--- config.mk ---
export PLATFORM = sky130hd
export DESIGN_NAME = flash_status_poller
export DESIGN_NICKNAME = d
export VERILOG_FILES = /design/src/flash_status_pkg.sv /design/src/flash_bus_cycle.sv /design/src/flash_status_poller.sv
export SDC_FILE = /design/constraint.sdc
export NUM_CORES = 1
export LEC_CHECK = 0
export CORE_ASPECT_RATIO = 2
export CORE_UTILIZATION = 34
export CTS_CLUSTER_SIZE = 40
export DETAILED_ROUTE_END_ITERATION = 10
export DONT_BUFFER_PORTS = 1
export PLACE_DENSITY = 0.54
export SLEW_MARGIN = 20
export SYNTH_ARGS = -nofsm -noshare
export SYNTH_HDL_FRONTEND = slang
export SYNTH_SLANG_ARGS = --single-unit
--- constraint.sdc ---
create_clock -name i_clk -period 5.01 [get_ports i_clk]
set_input_delay 0.2505 -clock i_clk [delete_from_list [all_inputs] [get_ports i_clk]]
set_output_delay 0.2505 -clock i_clk [all_outputs]
set_load 0.05 [all_outputs]
--- src/flash_status_pkg.sv ---
// Constants for the host-side flash write-status poller.
package flash_status_pkg;
	localparam int ADDR_W = 18;
	localparam int DATA_W = 8;
	// Status byte bit positions.
	localparam int POLL_BIT = 7;
	localparam int TOGGLE_BIT = 6;
	localparam int LIMIT_BIT = 5;
	localparam int WINDOW_BIT = 3;
	localparam int SECTOR_TOGGLE_BIT = 2;
	// Read cycle timing at 200 MHz.
	localparam int CLK_NS = 5;
	localparam int READ_ACCESS_NS = 70;
	localparam int READ_CYCLES = (READ_ACCESS_NS + CLK_NS - 1) / CLK_NS;
	localparam int STROBE_GAP_NS = 20;
	localparam int GAP_CYCLES = (STROBE_GAP_NS + CLK_NS - 1) / CLK_NS;
	localparam int CNT_W = 5;
	localparam logic [7:0] RESET_CMD = 8'hf0;
	// Poll outcomes.
	localparam logic [1:0] RES_DONE = 2'h0;
	localparam logic [1:0] RES_FAIL = 2'h1;
	localparam logic [1:0] RES_WINDOW_SHUT = 2'h2;
endpackage

--- src/flash_bus_cycle.sv ---
`timescale 1ns/100ps
// One read or write cycle on the asynchronous flash bus.
module flash_bus_cycle
	import flash_status_pkg::*;
(
	// Clock and reset.
	input wire logic i_clk,
	input wire logic i_rst,
	// Request.
	input wire logic i_start,
	input wire logic i_write,
	input wire logic [ADDR_W-1:0] i_addr,
	input wire logic [DATA_W-1:0] i_wdata,
	output logic o_done,
	output logic [DATA_W-1:0] o_rdata,
	// Pins.
	output logic o_ce_n,
	output logic o_oe_n,
	output logic o_we_n,
	output logic [ADDR_W-1:0] o_addr,
	output logic [DATA_W-1:0] o_dq,
	output logic o_dq_oe,
	input wire logic [DATA_W-1:0] i_dq
);
	typedef enum logic [2:0] {
		C_IDLE = 3'h1,
		C_STROBE = 3'h2,
		C_GAP = 3'h4
	} cyc_t;
	cyc_t state_reg;
	logic [CNT_W-1:0] cnt_reg;
	logic wr_reg;

	// Each cycle drops CE with OE or WE, so every status read is a distinct read cycle.
	always_ff @(posedge i_clk) begin
		if (i_rst) begin
			state_reg <= C_IDLE;
			cnt_reg <= '0;
			wr_reg <= 1'b0;
			o_done <= 1'b0;
			o_rdata <= '0;
			o_ce_n <= 1'b1;
			o_oe_n <= 1'b1;
			o_we_n <= 1'b1;
			o_addr <= '0;
			o_dq <= '0;
			o_dq_oe <= 1'b0;
		end else begin
			o_done <= 1'b0;
			unique case (state_reg)
				C_IDLE: begin
					if (i_start) begin
						state_reg <= C_STROBE;
						cnt_reg <= CNT_W'(READ_CYCLES);
						wr_reg <= i_write;
						o_addr <= i_addr;
						o_dq <= i_wdata;
						o_dq_oe <= i_write;
						o_ce_n <= 1'b0;
						o_oe_n <= i_write;
						o_we_n <= ~i_write;
					end
				end
				C_STROBE: begin
					cnt_reg <= cnt_reg - 1'b1;
					if (cnt_reg == '0) begin
						// Sample before OE rises; the final edge ends the cycle.
						if (!wr_reg) o_rdata <= i_dq;
						o_ce_n <= 1'b1;
						o_oe_n <= 1'b1;
						o_we_n <= 1'b1;
						cnt_reg <= CNT_W'(GAP_CYCLES);
						state_reg <= C_GAP;
					end
				end
				C_GAP: begin
					cnt_reg <= cnt_reg - 1'b1;
					if (cnt_reg == '0) begin
						o_dq_oe <= 1'b0;
						o_done <= 1'b1;
						state_reg <= C_IDLE;
					end
				end
			endcase
		end
	end
endmodule // flash_bus_cycle

--- src/flash_status_poller.sv ---
`timescale 1ns/100ps
// Host controller that polls a flash bank's write-operation status byte.
module flash_status_poller
	import flash_status_pkg::*;
(
	// Clock and reset.
	input wire logic i_clk,
	input wire logic i_rst,
	// User orders.
	input wire logic i_poll_start,
	input wire logic i_window_check,
	input wire logic [ADDR_W-1:0] i_status_addr,
	input wire logic i_abort,
	// User answers.
	output logic o_busy,
	output logic o_result_valid,
	output logic [1:0] o_result,
	output logic [DATA_W-1:0] o_last_status,
	output logic o_device_ready,
	// Flash pins.
	output logic o_ce_n,
	output logic o_oe_n,
	output logic o_we_n,
	output logic [ADDR_W-1:0] o_addr,
	output logic [DATA_W-1:0] o_dq,
	output logic o_dq_oe,
	input wire logic [DATA_W-1:0] i_dq,
	input wire logic i_ready_busy_out_n
);
	typedef enum logic [6:0] {
		S_IDLE = 7'h01,
		S_READ1 = 7'h02,
		S_READ2 = 7'h04,
		S_RECHECK = 7'h08,
		S_RESET_CMD = 7'h10,
		S_WINDOW = 7'h20,
		S_ANSWER = 7'h40
	} poll_t;
	poll_t state_reg;
	logic first_reg;
	logic limit_seen_reg;
	logic [1:0] res_reg;
	logic cyc_start_reg;
	logic cyc_write_reg;
	logic [ADDR_W-1:0] stat_addr_reg;
	logic cyc_done;
	logic [DATA_W-1:0] cyc_rdata;

	// Decoding of the returned status byte.
	function automatic logic toggled(input logic [DATA_W-1:0] a, input logic [DATA_W-1:0] b);
		return a[TOGGLE_BIT] ^ b[TOGGLE_BIT];
	endfunction
	wire logic still_toggling = toggled(o_last_status, cyc_rdata);
	wire logic limit_high = cyc_rdata[LIMIT_BIT];
	wire logic window_shut = cyc_rdata[WINDOW_BIT];

	flash_bus_cycle u_cycle (
		.i_clk(i_clk),
		.i_rst(i_rst),
		.i_start(cyc_start_reg),
		.i_write(cyc_write_reg),
		.i_addr(stat_addr_reg),
		.i_wdata(RESET_CMD),
		.o_done(cyc_done),
		.o_rdata(cyc_rdata),
		.o_ce_n(o_ce_n),
		.o_oe_n(o_oe_n),
		.o_we_n(o_we_n),
		.o_addr(o_addr),
		.o_dq(o_dq),
		.o_dq_oe(o_dq_oe),
		.i_dq(i_dq)
	);

	// Ready/busy pin is sampled as a plain level; low means the algorithm runs.
	always_ff @(posedge i_clk) begin
		if (i_rst) o_device_ready <= 1'b1;
		else o_device_ready <= i_ready_busy_out_n;
	end

	// Poll sequencer; a poll order from idle begins with a fresh double read, a window check with a single read.
	always_ff @(posedge i_clk) begin
		if (i_rst) begin
			state_reg <= S_IDLE;
			first_reg <= 1'b0;
			limit_seen_reg <= 1'b0;
			res_reg <= RES_DONE;
			cyc_start_reg <= 1'b0;
			cyc_write_reg <= 1'b0;
			stat_addr_reg <= '0;
			o_busy <= 1'b0;
			o_result_valid <= 1'b0;
			o_result <= RES_DONE;
			o_last_status <= '0;
		end else begin
			cyc_start_reg <= 1'b0;
			o_result_valid <= 1'b0;
			unique case (state_reg)
				S_IDLE: begin
					if (i_poll_start || i_window_check) begin
						// Address must be in the busy bank and a valid location.
						stat_addr_reg <= i_status_addr;
						cyc_write_reg <= 1'b0;
						cyc_start_reg <= 1'b1;
						o_busy <= 1'b1;
						limit_seen_reg <= 1'b0;
						// A window check is optional: a user who can keep extra erases close may skip it.
						state_reg <= i_window_check ? S_WINDOW : S_READ1;
					end
				end
				S_WINDOW: begin
					if (cyc_done) begin
						// Read around each extra sector erase to see if the window shut.
						o_last_status <= cyc_rdata;
						res_reg <= window_shut ? RES_WINDOW_SHUT : RES_DONE;
						state_reg <= S_ANSWER;
					end
				end
				S_READ1: begin
					if (cyc_done) begin
						o_last_status <= cyc_rdata;
						cyc_start_reg <= 1'b1;
						state_reg <= S_READ2;
					end
				end
				S_READ2, S_RECHECK: begin
					if (cyc_done) begin
						o_last_status <= cyc_rdata;
						if (!still_toggling) begin
							res_reg <= RES_DONE;
							state_reg <= S_ANSWER;
						end else if (state_reg == S_RECHECK) begin
							// Still toggling after the limit flag rose: failed.
							res_reg <= RES_FAIL;
							cyc_write_reg <= 1'b1;
							cyc_start_reg <= 1'b1;
							state_reg <= S_RESET_CMD;
						end else begin
							// Recheck once more when limit is high; otherwise keep polling.
							cyc_start_reg <= 1'b1;
							state_reg <= limit_high ? S_RECHECK : S_READ2;
						end
					end else if (i_abort && state_reg == S_READ2) begin
						first_reg <= 1'b1;
					end
					if (first_reg && cyc_done) begin
						// Host leaves polling; next order starts from the top.
						first_reg <= 1'b0;
						cyc_start_reg <= 1'b0;
						o_busy <= 1'b0;
						state_reg <= S_IDLE;
					end
				end
				S_RESET_CMD: begin
					if (cyc_done) begin
						cyc_write_reg <= 1'b0;
						state_reg <= S_ANSWER;
					end
				end
				S_ANSWER: begin
					o_result <= res_reg;
					o_result_valid <= 1'b1;
					o_busy <= 1'b0;
					state_reg <= S_IDLE;
				end
				default: state_reg <= S_IDLE;
			endcase
		end
	end
endmodule // flash_status_poller

; ---- After elaboration in Yosys (flattened, before gate mapping)
; Index checks and enable logic that the tools add are counted.
[op_classes]
n_addsub = 1
eq_ne = 25
n_mux = 52
n_bitwise = 4
n_reduce_logical = 26
[op_table]
columns = cell, count
row1 = $mux W7, 6
row2 = $pmux W7 S4, 1
row3 = $mux W1, 22
row4 = $reduce_and A3 Y1, 6
row5 = $mux W5, 3
row6 = $pmux W5 S3, 1
row7 = $ne A2 B1 Y1 const B, 7
row8 = $ne A2 B2 Y1 const B, 6
row9 = $mux W2, 5
row10 = $mux W3, 3
row11 = $pmux W1 S3, 3
row12 = $pmux W3 S3, 1
row13 = $pmux W1 S2, 4
row14 = $reduce_and A4 Y1, 2
row15 = $reduce_bool A2 Y1, 4
row16 = $eq A7 B1 Y1 const B, 1
row17 = $eq A7 B2 Y1 const B, 1
row18 = $eq A7 B3 Y1 const B, 1
row19 = $eq A7 B4 Y1 const B, 1
row20 = $eq A7 B5 Y1 const B, 1
row21 = $eq A7 B6 Y1 const B, 1
row22 = $eq A7 B7 Y1 const B, 1
row23 = $mux W6, 1
row24 = $reduce_and A2 Y1, 3
row25 = 17 further kinds, 23
[word_totals]
regBits = 84
inputBits = 32
out_inout_bits = 43
elab_cells = 130

; ---- Depth between registers and ports, before layout
; Gate-level depths: netlist (run 1).
[depth]
word_depth = 6
mapped_depth = 7
ltp_nobuf = 7

; ---- Hierarchy
; A second synthesis (run 1) with hierarchy kept.
[unflattened]
cells_unflattened = 475
area_unflattened_um2 = 3923.8
[by_module_without_submodules]
columns = module, instances, cells_each, area_per_inst_um2, seq_area_each_um2
row1 = flash_status_poller, 1, 247, 1984.4, 860.8
row2 = flash_bus_cycle, 1, 228, 1939.4, 960.9

; ---- Worst setup path before layout (run 1)
; OpenSTA, ideal clock, no wires.
[synth_path]
path_kind = register -> register
start = reg u_cycle.cnt_reg[0]
end = reg u_cycle.cnt_reg[3]
setup_time_ps = 74
t_arrival_ps = 1636
required_time_ps = 4936
setup_slack_ps = 3300
stages_incl_launch_ff = 7
path_buffers = 0
period_less_slack_ps = 1710
cell_sequence = dfxtp_1 > inv_1 > ha_1 > or4b_1 > a21oi_1 > or4b_2 > a31oi_1
[synth_between]
elab_chain_cells = 3
word_cells_on_any_way = 4
classes_between = 1 x add/sub / 2 x mux / 1 x reduce/logical
[synth_rtl]
columns = item, line_no
row1 = start: declaration, flash_bus_cycle.sv:31  ; logic [CNT_W-1:0] cnt_reg;
row2 = start signal: assignment, flash_bus_cycle.sv:54  ; cnt_reg <= CNT_W'(READ_CYCLES);
row3 = start signal: assignment, flash_bus_cycle.sv:65  ; cnt_reg <= cnt_reg - 1'b1;
row4 = start signal: assignment, flash_bus_cycle.sv:72  ; cnt_reg <= CNT_W'(GAP_CYCLES);
row5 = $sub A5 B1 Y5 / $logic_not A5 Y1 (equally long branches), "flash_bus_cycle.sv:65, flash_bus_cycle.sv:77, flash_bus_cycle.sv:66"
row6 = $mux W5, flash_bus_cycle.sv:66  ; if (cnt_reg == '0) begin
row7 = $pmux W5 S3 *, flash_bus_cycle.sv:50  ; unique case (state_reg)
; Every way passes the cells marked *; elsewhere a longest branch is shown, timed or not.
; A chain may end at the register's enable or synchronous reset.

; ---- Worst setup path after layout (run 1)
[layout_path]
start = reg state_reg[2]
end = reg o_busy
[layout_between]
elab_chain_cells = 4
word_cells_on_any_way = 10
classes_between = 6 x eq/ne / 1 x mux / 3 x reduce/logical
[layout_rtl]
columns = item, line_no
row1 = start: declaration, flash_status_poller.sv:39  ; poll_t state_reg;
row2 = start signal: assignment, flash_status_poller.sv:108  ; state_reg <= i_window_check ? S_WINDOW : S_READ1;
row3 = start signal: assignment, flash_status_poller.sv:141  ; state_reg <= limit_high ? S_RECHECK : S_READ2;
row4 = $eq A7 B4 Y1 / $eq A7 B3 Y1 (equally long branches), flash_status_poller.sv:98  ; unique case (state_reg)
row5 = $reduce_or A2 Y1, flash_status_poller.sv:98
row6 = $ne A2 B2 Y1 (no line) / $reduce_bool A3 Y1 (equally long branches), -
row7 = $reduce_and A3 Y1 (no line), -
row8 = end signal: assignment, flash_status_poller.sv:91  ; o_busy <= 1'b0;
row9 = end signal: assignment, flash_status_poller.sv:105  ; o_busy <= 1'b1;
row10 = end signal: assignment, flash_status_poller.sv:150  ; o_busy <= 1'b0;
row11 = end: declaration, flash_status_poller.sv:15  ; output logic o_busy,
; Several ways; a longest one is shown, not always the timed one.

==> results of run 1 <==
-- Yosys cell counts (2+ instances only) --
library cell / instances / share of area (%)
sky130_fd_sc_hd__a211oi_1: 2 / 0.42
sky130_fd_sc_hd__a21oi_1: 52 / 7.3
sky130_fd_sc_hd__nand3_1: 6 / 0.84
sky130_fd_sc_hd__nand2_1: 91 / 9.5
sky130_fd_sc_hd__buf_2: 7 / 0.98
sky130_fd_sc_hd__a311oi_1: 2 / 0.49
sky130_fd_sc_hd__o21ai_1: 2 / 0.28
sky130_fd_sc_hd__nor2_1: 39 / 4.1
sky130_fd_sc_hd__nor3_1: 11 / 1.5
sky130_fd_sc_hd__nand2b_1: 4 / 0.70
sky130_fd_sc_hd__buf_4: 9 / 1.9
sky130_fd_sc_hd__a31oi_1: 3 / 0.52
sky130_fd_sc_hd__xor2_1: 4 / 0.98
sky130_fd_sc_hd__nor4_1: 3 / 0.52
sky130_fd_sc_hd__nor2b_1: 5 / 0.87
sky130_fd_sc_hd__clkbuf_8: 2 / 0.77
sky130_fd_sc_hd__buf_6: 2 / 0.63
sky130_fd_sc_hd__inv_1: 8 / 0.84
sky130_fd_sc_hd__nor3b_1: 3 / 0.63
sky130_fd_sc_hd__nand4_1: 6 / 1.0
sky130_fd_sc_hd__mux2i_1: 22 / 6.1
sky130_fd_sc_hd__o21ai_0: 6 / 0.84
sky130_fd_sc_hd__clkbuf_1: 10 / 1.0
sky130_fd_sc_hd__nor4_4: 2 / 1.2
sky130_fd_sc_hd__dfxtp_1: 84 / 47
-- worst register-to-register path: cells and delay by family (launching register included) --
family | cells | cell delay, ns
AND/OR/NAND/NOR | 4 | 1.21
flip-flops | 1 | 0.45
AO/OA/AOI/OAI | 1 | 0.25
-- placed cells by master (no fill, tap or decap), types with 2 or more instances in the layout --
cell,netlist,layout
sky130_fd_sc_hd__a211oi_1,2,2
sky130_fd_sc_hd__a21oi_1,52,52
sky130_fd_sc_hd__a311oi_1,2,2
sky130_fd_sc_hd__a31oi_1,3,3
sky130_fd_sc_hd__bufinv_16,0,2
sky130_fd_sc_hd__clkbuf_16,0,9
sky130_fd_sc_hd__clkinv_2,0,2
sky130_fd_sc_hd__clkinv_4,0,2
sky130_fd_sc_hd__conb_1,1,4
sky130_fd_sc_hd__dfxtp_1,84,83
sky130_fd_sc_hd__inv_1,8,8
sky130_fd_sc_hd__mux2i_1,22,22
sky130_fd_sc_hd__nand2_1,91,91
sky130_fd_sc_hd__nand2b_1,4,4
sky130_fd_sc_hd__nand3_1,6,6
sky130_fd_sc_hd__nand4_1,6,6
sky130_fd_sc_hd__nor2_1,39,39
sky130_fd_sc_hd__nor2b_1,5,5
sky130_fd_sc_hd__nor3_1,11,11
sky130_fd_sc_hd__nor3b_1,3,2
sky130_fd_sc_hd__nor4_1,3,3
sky130_fd_sc_hd__nor4_4,2,2
sky130_fd_sc_hd__o21ai_0,6,6
sky130_fd_sc_hd__o21ai_1,2,2
sky130_fd_sc_hd__xor2_1,4,4
-- layer usage --
layer,track usage [%],share of wire (%),vias to the layer above
li1,-,-,1392
met1,15.5,36,1280
met2,29.6,54,82
met3,4.12,4.9,31
met4,10.6,4.8,0
met5,0,0,-
-- cells by family (layout without fill, tap and decap cells) --
kind of cell	count (synthesis)	in the layout	synth area share, %
buf+inv	38	27	6.14
compound gates	78	78	12.9
xor+xnor	5	5	1.22
mux	22	22	6.14
flops	84	84	46.9
simple gates	190	190	26.2
fa+ha+maj	1	1	0.349
other cells	1	4	0.105
-- power breakdown --
group	internal, mW	total (mW)	switching, mW
clock	0.450	0.717	0.267
combinational	0.117	0.311	0.194
sequential	0.728	0.840	0.112
total	1.30	1.87	0.574
-- cell type report --
class	count	share of cell area, %
well taps	135	4.27
clock buffers	10	6.04
flip-flops and latches	84	42.6
inverters	8	0.759
clock inverters	6	2.22
repair buffers	3	1.14
multi-input cells	300	43.0
-- final timing paths --
| check | end | slack (ns) | cells past startpoint |
|---|---|---|---|
| worst max register to register | o_busy | 2.99 | 5 |
| worst max-delay path | o_busy | 2.99 | 5 |
| worst min-delay path | u_cycle.o_we_n | 0.02 | 1 |
| worst min register to register | u_cycle.o_addr[4] | 0.45 | 2 |
==> Flow_metrics.wiki, run 1 <==
{| class="wikitable"
! Metric !! Value
|-
| Result of the run || finished, final reports clean
|-
| Number of flops mapped to enable cells by yosys || 0
|-
| Non-filler instance count after layout || 546
|-
| GPL Wtd Cong || 0.910
|-
| Critical setup path kind || reg -> reg
|-
| Area of the die || 0.0110 mm²
|-
| Post-Route Hold Slack || 0.0194 ns
|-
| Library cell contributing the largest single delay on the critical path || sky130_fd_sc_hd__nor2_2
|-
| CP endpoint kind || flip-flop
|-
| Worst-path maximum fanout || 19
|-
| Crit path time final || 2.02 ns
|-
| Synthesized instance count || 419
|-
| Async SR Flop Fraction || 0%
|-
| Crit path launch type || flip-flop
|-
| Max Buffers Root-to-Sink || 2
|-
| Worst-skew pair later-pin latency || 0.33 ns
|-
| Diodes inserted || 0
|-
| End-of-flow core utilization || 38.7%
|-
| Initial DRT Pass Iterations || 4
|-
| Die Span X || 74.6 µm
|-
| Predominant post-synthesis flop cell || sky130_fd_sc_hd__dfxtp_1
|-
| Post-Syn Area || 0.00359 mm²
|-
| Number of buffer and inverter stages on the critical path || 0
|-
| Via-per-instance ratio || 5.10
|-
| Total track usage || 16.4%
|-
| CP top delay family || simple AND/OR/NAND/NOR gates
|-
| Total number of vias || 2,785
|-
| DRT iter0 DRCs || 91
|-
| Number of core rows || 52
|-
| Die height || 147 µm
|-
| Placeable core region || 0.0102 mm²
|-
| Fillers || 1,090
|-
| Total Wirelength || 8410 µm
|-
| Max-cap violations || 0
|-
| Clock root buffer master || sky130_fd_sc_hd__clkbuf_16
|-
| Routed length per instance || 15.4 µm
|-
| Max Clk Rate || 496 MHz
|-
| Yosys warning total || 0
|-
| Placed Cells || 528
|-
| DRC violations left || 0
|-
| Reg-to-Reg Start || state_reg[2]
|-
| Largest net degree at the start of global routing || 76
|-
| I/O pin count || 75
|-
| Placement-stage cell area || 0.00359 mm²
|-
| Number of synthesized register bits || 84
|-
| Setup repair bufs after CTS || 0
|-
| Relative slew margins || 32.3%
|-
| Clock net sink count || 84
|-
| Quantity of I/O buffers inserted on ports || 0
|-
| Grt ovf || 0
|-
| Average size of a mapped cell || 8.56 µm²
|-
| Worst endpoint required time || 5.25 ns
|-
| First-pass GRT wire length || 13,400 µm
|-
| Worst slack at placement || 3.02 ns
|-
| Critical hold path startpoint || i_rst
|-
| Final worst path period share || 40.2%
|-
| Final number of max-transition violations || 0
|-
| Count of nets left with antenna violations after detail routing || 0
|-
| Final setup skew || 0.00513 ns
|-
| Multi-input combinational cell area || 0.00170 mm²
|-
| CTS-repair resized insts || 0
|-
| HPWL after DPL || 5920 µm
|-
| Delay of the slowest critical-path stage || 0.62 ns
|-
| Peak supply drop || 0.000169 V
|-
| Number of hold violations in the final report || 0
|-
| Min setup slack post-route || 2.99 ns
|-
| TritonCTS clock tree || built
|-
| Max H-tree Level || 3
|-
| Number of failing setup endpoints in the final timing report || 0
|-
| Layout Area Growth over Synthesis || 10.3%
|-
| Final instance area || 0.00395 mm²
|-
| Post-CTS clock slew at the launch and capture registers of the worst setup and hold paths || 0.06 ns
|-
| Number of antenna violations at the first check in global routing || 0
|-
| Number of distinct library cells after synthesis || 59
|-
| Initial Utilization || 35.1%
|-
| Total area of sequential cells || 0.00168 mm²
|-
| Total negative slack || 0 ns
|-
| Unrepaired setup endpoints after global routing || no
|-
| Number of global-route vias before repair || 2,783
|-
| Layout cell share with drive strength beyond 1 || 9.49%
|-
| Worst setup startpoint || state_reg[2]
|-
| Hold WC Path Type || in -> reg
|-
| Total power of the final layout || 1.87 mW
|-
| Cells along the critical path || nor4_4, nand3_2, nor2_2, nor2_1, a311oi_1
|-
| Static Leakage || 1.42 nW
|-
| Hold Buf Count CTS || 2
|-
| Cts bufs inserted || 9
|-
| Sequential fraction of the synthesis area || 46.9%
|-
| Signal arrival time at the worst endpoint || 2.26 ns
|-
| Slew at the pin with the worst max-slew slack || 1.02 ns
|-
| Power per cell area || 473 mW/mm²
|-
| Net total in the final layout || 439
|}
No activity file was read; power rests on OpenSTA's default activity.
==> inputs of run 2 (changes only) <==
ABC_AREA = 1   (was unset)
PLACE_DENSITY = 0.56   (was 0.54)
clock period = 1.65 ns   (was 5.01 ns; I/O delays follow)
==> Flow_metrics.wiki, run 2 <==
{| class="wikitable"
! Metric !! Value
|-
| Result of the run || finished, final reports clean
|-
| Placement-stage cell area || 0.00392 mm²
|-
| Crit path time final || 1.52 ns
|-
| Die Span X || 74.6 µm
|-
| DRC violations left || 0
|-
| Via-per-instance ratio || 4.91
|-
| Slew at the pin with the worst max-slew slack || 0.541 ns
|-
| HPWL after DPL || 6080 µm
|-
| Number of distinct library cells after synthesis || 35
|-
| Largest net degree at the start of global routing || 58
|-
| GPL Wtd Cong || 0.831
|-
| Post-Syn Area || 0.00358 mm²
|-
| Worst endpoint required time || 1.87 ns
|-
| Final instance area || 0.00454 mm²
|-
| First-pass GRT wire length || 14,300 µm
|-
| Relative slew margins || 63.9%
|-
| Number of buffer and inverter stages on the critical path || 0
|-
| Worst r2r path cells || 8
|-
| Final worst path period share || 92.3%
|-
| Worst hold path stage count || 4
|-
| Initial Utilization || 35.3%
|-
| Unrepaired setup endpoints after global routing || no
|-
| Total power of the final layout || 8.38 mW
|-
| Area share of the leading cell type in the synthesized netlist || 47.0%
|-
| Layout cell share with drive strength beyond 1 || 19.6%
|-
| Sequential fraction of the synthesis area || 47.0%
|-
| CP endpoint kind || flip-flop
|-
| End-of-flow core utilization || 44.8%
|-
| Post-Route Hold Slack || 0.122 ns
|-
| Area of the die || 0.0110 mm²
|-
| Worst-skew pair later-pin latency || 0.33 ns
|-
| Max H-tree Level || 3
|-
| Cts bufs inserted || 9
|-
| Library cell contributing the largest single delay on the critical path || sky130_fd_sc_hd__dfxtp_1
|-
| I/O pin count || 75
|-
| Cell with the most instances after synthesis || sky130_fd_sc_hd__dfxtp_1
|-
| Number of hold violations in the final report || 0
|-
| Hold WC Path Type || in -> reg
|-
| Total number of vias || 3,191
|-
| Total Wirelength || 8620 µm
|-
| DRT iter0 DRCs || 107
|-
| Placed Cells || 603
|-
| Final number of max-transition violations || 0
|-
| Power per cell area || 1840 mW/mm²
|-
| Number of core rows || 52
|-
| Stages on the worst setup path || 8
|-
| Yosys warning total || 0
|-
| Multi-input combinational cell area || 0.00159 mm²
|-
| Number of flops mapped to enable cells by yosys || 0
|-
| Quantity of I/O buffers inserted on ports || 0
|-
| Max Clk Rate || 657 MHz
|-
| Delay of the slowest critical-path stage || 0.39 ns
|-
| Count of nets left with antenna violations after detail routing || 0
|-
| Clock root buffer master || sky130_fd_sc_hd__clkbuf_16
|-
| Max-cap violations || 0
|-
| Worst slack at placement || 0.115 ns
|-
| Placeable core region || 0.0101 mm²
|-
| Crit path launch type || flip-flop
|-
| Final setup skew || 0.00664 ns
|-
| Net total in the final layout || 543
|-
| Die height || 147 µm
|-
| Layout Area Growth over Synthesis || 26.9%
|-
| Most frequent standard cell in the layout excluding fill and tap cells || sky130_fd_sc_hd__dfxtp_1
|-
| Critical setup path kind || reg -> reg
|-
| Fillers || 1,052
|-
| Routed length per instance || 13.3 µm
|-
| Most area-consuming cells after synthesis || sky130_fd_sc_hd__dfxtp_1, sky130_fd_sc_hd__a21oi_1, sky130_fd_sc_hd__nand2_1
|-
| Total negative slack || 0 ns
|-
| Grt ovf || 0
|-
| Number of failing setup endpoints in the final timing report || 0
|-
| Number of synthesized register bits || 84
|-
| Average size of a mapped cell || 7.85 µm²
|-
| Most used standard cells in the synthesized netlist || sky130_fd_sc_hd__dfxtp_1, sky130_fd_sc_hd__nand2_1, sky130_fd_sc_hd__a21oi_1, sky130_fd_sc_hd__nor2_1, sky130_fd_sc_hd__inv_1
|-
| Number of antenna violations at the first check in global routing || 0
|-
| Initial DRT Pass Iterations || 4
|-
| Total track usage || 17.2%
|-
| Clock net sink count || 84
|-
| Highest-count cells in the layout ignoring fill and taps || sky130_fd_sc_hd__dfxtp_1, sky130_fd_sc_hd__nand2_1, sky130_fd_sc_hd__nor2_1, sky130_fd_sc_hd__a21oi_1, sky130_fd_sc_hd__inv_1
|-
| Max Buffers Root-to-Sink || 2
|-
| Min setup slack post-route || 0.127 ns
|-
| Total area of sequential cells || 0.00168 mm²
|-
| CP top delay family || simple AND/OR/NAND/NOR gates
|-
| Predominant post-synthesis flop cell || sky130_fd_sc_hd__dfxtp_1
|-
| Static Leakage || 1.92 nW
|-
| Number of global-route vias before repair || 3,120
|-
| Signal arrival time at the worst endpoint || 1.74 ns
|-
| Peak supply drop || 0.000946 V
|-
| Cell taking the most area after synthesis || sky130_fd_sc_hd__dfxtp_1
|-
| Post-CTS clock slew at the launch and capture registers of the worst setup and hold paths || 0.06 ns
|-
| Diodes inserted || 0
|-
| Cells along the critical path || nor2_1, nand2_1, nor2_4, nor2_8, nand2_4, nand2_8, nand2_2, a21oi_2
|-
| Async SR Flop Fraction || 0%
|-
| Synthesized instance count || 456
|-
| Worst-path maximum fanout || 9
|-
| TritonCTS clock tree || built
|-
| Non-filler instance count after layout || 650
|-
| Setup repair bufs after CTS || 0
|}
[run 2: cell types whose count changed in the layout (fill, tap and decap cells not counted), sizes merged, moves of 10 or more]
| cell | change |
|---|---|
| mux2i | -22 |
| o21ai | +46 |
| nor3 | -10 |
| nor2 | +18 |
| buf | +32 |
| nand2 | -16 |
| dlygate4sd3 | +29 |
| nand3 | +20 |
| inv | +46 |
[run 2: where the power goes]
part	switching [mW]	total [mW]	leakage, nW	internal (mW)
registers	0.251	2.79	0.686	2.54
logic	2.58	3.67	1.09	1.10
clock network	0.808	1.91	0.142	1.10
total	3.64	8.38	1.92	4.74
[run 2: worst paths after layout]
kind | startpoint | endpoint | slack, ns
max | state_reg[4] | o_last_status[4] | 0.13
min | i_rst | state_reg[2] | 0.12
max reg2reg | state_reg[4] | o_last_status[4] | 0.13
min reg2reg | stat_addr_reg[13] | u_cycle.o_addr[13] | 0.45
[run 2: layout make-up]
type / count / area share [%]
inverters: 53 / 4.54
clock buffers: 11 / 5.56
multi-input cells: 298 / 35.0
clock inverters: 5 / 0.771
flip-flops and latches: 84 / 37.0
well taps: 135 / 3.72
repair buffers: 64 / 13.3
[run 2: kinds of logic after synthesis]
kind of cell             after synthesis  share of synthesized area [%]
AND/OR/NAND/NOR                      171                           24.8
buffers and inverters                 77                           9.26
other                                  1                          0.105
AO/OA/AOI/OAI                        122                           18.5
adder cells (fa/ha/maj)                1                          0.349
flip-flops                            84                           47.0
[run 2: worst min-delay path, cell delays in order]
cell and delay [ns]:
sky130_fd_sc_hd__inv_1 0.04, sky130_fd_sc_hd__buf_12 0.17, sky130_fd_sc_hd__nand2_1 0.09, sky130_fd_sc_hd__nor2_1 0.03
[run 2: layer usage]
| metal | wire length (µm) | global-route usage (%) | vias to the layer above |
|---|---|---|---|
| li1 | - | - | 1587 |
| met2 | 4730 | 30.2 | 81 |
| met5 | 0 | 0 | - |
| met4 | 361 | 11.1 | 0 |
| met3 | 355 | 3.43 | 26 |
| met1 | 3170 | 17.8 | 1497 |
[run 2: repair_timing]
action | CTS | global route
hold buffers | 31 | 0
hold endpoints to repair | 53 | 0
endpoints found under the setup margin | 0 | 6
resized for setup | 0 | 5
==> inputs of run 3 (changes only) <==
CORE_UTILIZATION = 49   (was 34)
PLACE_DENSITY = 0.72   (was 0.56)
==> Flow_metrics.wiki, run 3 (synthesized netlist as in run 2, its figures left out) <==
{| class="wikitable"
! Metric !! Value
|-
| Result of the run || finished, final reports clean
|-
| Diodes inserted || 0
|-
| Hold WC Path Type || in -> reg
|-
| DRC violations left || 0
|-
| Critical setup path kind || reg -> reg
|-
| Initial Utilization || 51.2%
|-
| Area of the die || 0.00767 mm²
|-
| Static Leakage || 1.91 nW
|-
| Delay of the slowest critical-path stage || 0.30 ns
|-
| Reg-to-Reg Start || u_cycle.cnt_reg[0]
|-
| Highest-count cells in the layout ignoring fill and taps || sky130_fd_sc_hd__dfxtp_1, sky130_fd_sc_hd__nand2_1, sky130_fd_sc_hd__a21oi_1
|-
| Initial DRT Pass Iterations || 4
|-
| Crit path launch type || flip-flop
|-
| Worst hold path stage count || 3
|-
| Max H-tree Level || 3
|-
| Slew at the pin with the worst max-slew slack || 0.546 ns
|-
| Quantity of I/O buffers inserted on ports || 0
|-
| Max-cap violations || 0
|-
| Critical hold path startpoint || i_rst
|-
| Cells along the critical path || inv_1, ha_2, nand2_1, nor2_2, nand2_2, nor2_4, inv_2, o21ai_0, a21oi_1
|-
| Max Clk Rate || 666 MHz
|-
| WHS Endpoint || state_reg[3]
|-
| Worst r2r path cells || 9
|-
| Crit Reg-Reg Endpoint || u_cycle.o_rdata[6]
|-
| Multi-input combinational cell area || 0.00159 mm²
|-
| Layout cell share with drive strength beyond 1 || 19.4%
|-
| Relative slew margins || 63.6%
|-
| Clock root buffer master || sky130_fd_sc_hd__clkbuf_16
|-
| Largest net degree at the start of global routing || 38
|-
| Layout Area Growth over Synthesis || 25.4%
|-
| Worst-path maximum fanout || 9
|-
| Via-per-instance ratio || 5.13
|-
| Crit path time final || 1.50 ns
|-
| Die height || 123 µm
|-
| Final worst path period share || 91.0%
|-
| Grt ovf || 0
|-
| Number of antenna violations at the first check in global routing || 0
|-
| Worst-skew pair later-pin latency || 0.34 ns
|-
| Number of global-route vias before repair || 3,126
|-
| Die Span X || 62.5 µm
|-
| Total area of sequential cells || 0.00168 mm²
|-
| Routed length per instance || 13.9 µm
|-
| Placeable core region || 0.00699 mm²
|-
| Peak supply drop || 0.00117 V
|-
| Total track usage || 23.8%
|-
| Most frequent standard cell in the layout excluding fill and tap cells || sky130_fd_sc_hd__dfxtp_1
|-
| Total Wirelength || 8410 µm
|-
| Total number of vias || 3,109
|-
| Unrepaired setup endpoints after global routing || no
|-
| Worst endpoint required time || 1.87 ns
|-
| HPWL after DPL || 5830 µm
|-
| Signal arrival time at the worst endpoint || 1.72 ns
|-
| Count of nets left with antenna violations after detail routing || 0
|-
| Net total in the final layout || 544
|-
| DRT iter0 DRCs || 203
|-
| Cts bufs inserted || 9
|-
| Clock net sink count || 84
|-
| Setup slack of the worst register-to-register path || 0.15 ns
|-
| Final number of max-transition violations || 0
|-
| GPL Wtd Cong || 0.871
|-
| I/O pin count || 75
|-
| Number of core rows || 43
|-
| Library cell contributing the largest single delay on the critical path || sky130_fd_sc_hd__dfxtp_1
|-
| Max Buffers Root-to-Sink || 2
|-
| First-pass GRT wire length || 14,200 µm
|-
| Number of hold violations in the final report || 0
|-
| Post-CTS clock slew at the launch and capture registers of the worst setup and hold paths || 0.06 ns
|-
| Fillers || 595
|-
| Number of failing setup endpoints in the final timing report || 0
|-
| Post-Route Hold Slack || 0.132 ns
|-
| TritonCTS clock tree || built
|-
| Final setup skew || 0.00769 ns
|-
| Power per cell area || 1880 mW/mm²
|-
| End-of-flow core utilization || 64.2%
|-
| CP endpoint kind || flip-flop
|}
==> run 3: cell types whose count changed in the layout (fill, tap and decap cells not counted), sizes merged <==
cell	change
buf	+1
clkinv	-1
bufinv	+1
inv	-1
clkinvlp	+1
==> run 3: how the worst max path moves through the flow <==
stage / startpoint / endpoint / slack (ns)
2_1_floorplan: o_last_status[6] / cyc_write_reg / 0.22
3_3_place_gp: u_cycle.cnt_reg[0] / u_cycle.o_rdata[6] / 0.07
3_5_place_dp: u_cycle.cnt_reg[0] / u_cycle.o_rdata[6] / -0.02
4_1_cts: u_cycle.cnt_reg[0] / u_cycle.o_rdata[6] / 0.04
5_1_grt: u_cycle.cnt_reg[0] / u_cycle.o_rdata[7] / 0.008
6_report: u_cycle.cnt_reg[0] / u_cycle.o_rdata[6] / 0.15
==> run 3: layout make-up <==
type	count	area share, %
clock buffer	11	5.18
tap	90	2.51
inverter	53	4.60
clock inverter	5	1.39
timing repair buffer	65	13.4
multi-input combinational	298	35.5
sequential	84	37.5
==> run 3: timing repair <==
item,in CTS,in global routing
hold endpoints to repair,53,0
gates resized for setup,0,5
buffers inserted,1,0
setup endpoints to repair,1,10
gates cloned,0,0
hold buffers,31,0
pin swaps,1,0
==> run 3: per-layer routing <==
metal,share of wire [%],vias to the layer above,routed length (µm),GRT usage (%)
met3,5.0,27,418,6.09
met4,3.6,0,306,15.4
met1,37,1408,3150,24.2
met5,0,-,0,0
met2,54,90,4540,42.5
li1,-,1584,-,-
==> run 3: metrics by stage <==
step,instances,TNS [ns],area [µm²],total power [mW],worst slack (ns)
6_report,606,0,4490,8.44,0.149
5_1_grt,606,0,4490,9.02,0.00850
4_1_cts,606,0,4470,8.44,0.0413
3_5_place_dp,558,-0.0168,3850,6.38,-0.0168
3_3_place_gp,558,0,3850,6.28,0.0735
2_1_floorplan,459,0,3590,5.63,0.224
==> run 3: worst max-delay path, delay by kind of cell (launching register included) <==
kind / cells / cell delay [ns]
simple gates: 4 / 0.47
buf+inv: 2 / 0.20
flops: 1 / 0.30
fa+ha+maj: 1 / 0.21
compound gates: 2 / 0.21
==> run 3: report_power, final <==
| part | switching (mW) | total (mW) | internal (mW) |
|---|---|---|---|
| Sequential | 0.250 | 2.79 | 2.54 |
| Clock | 0.775 | 1.95 | 1.18 |
| Combinational | 2.60 | 3.70 | 1.09 |
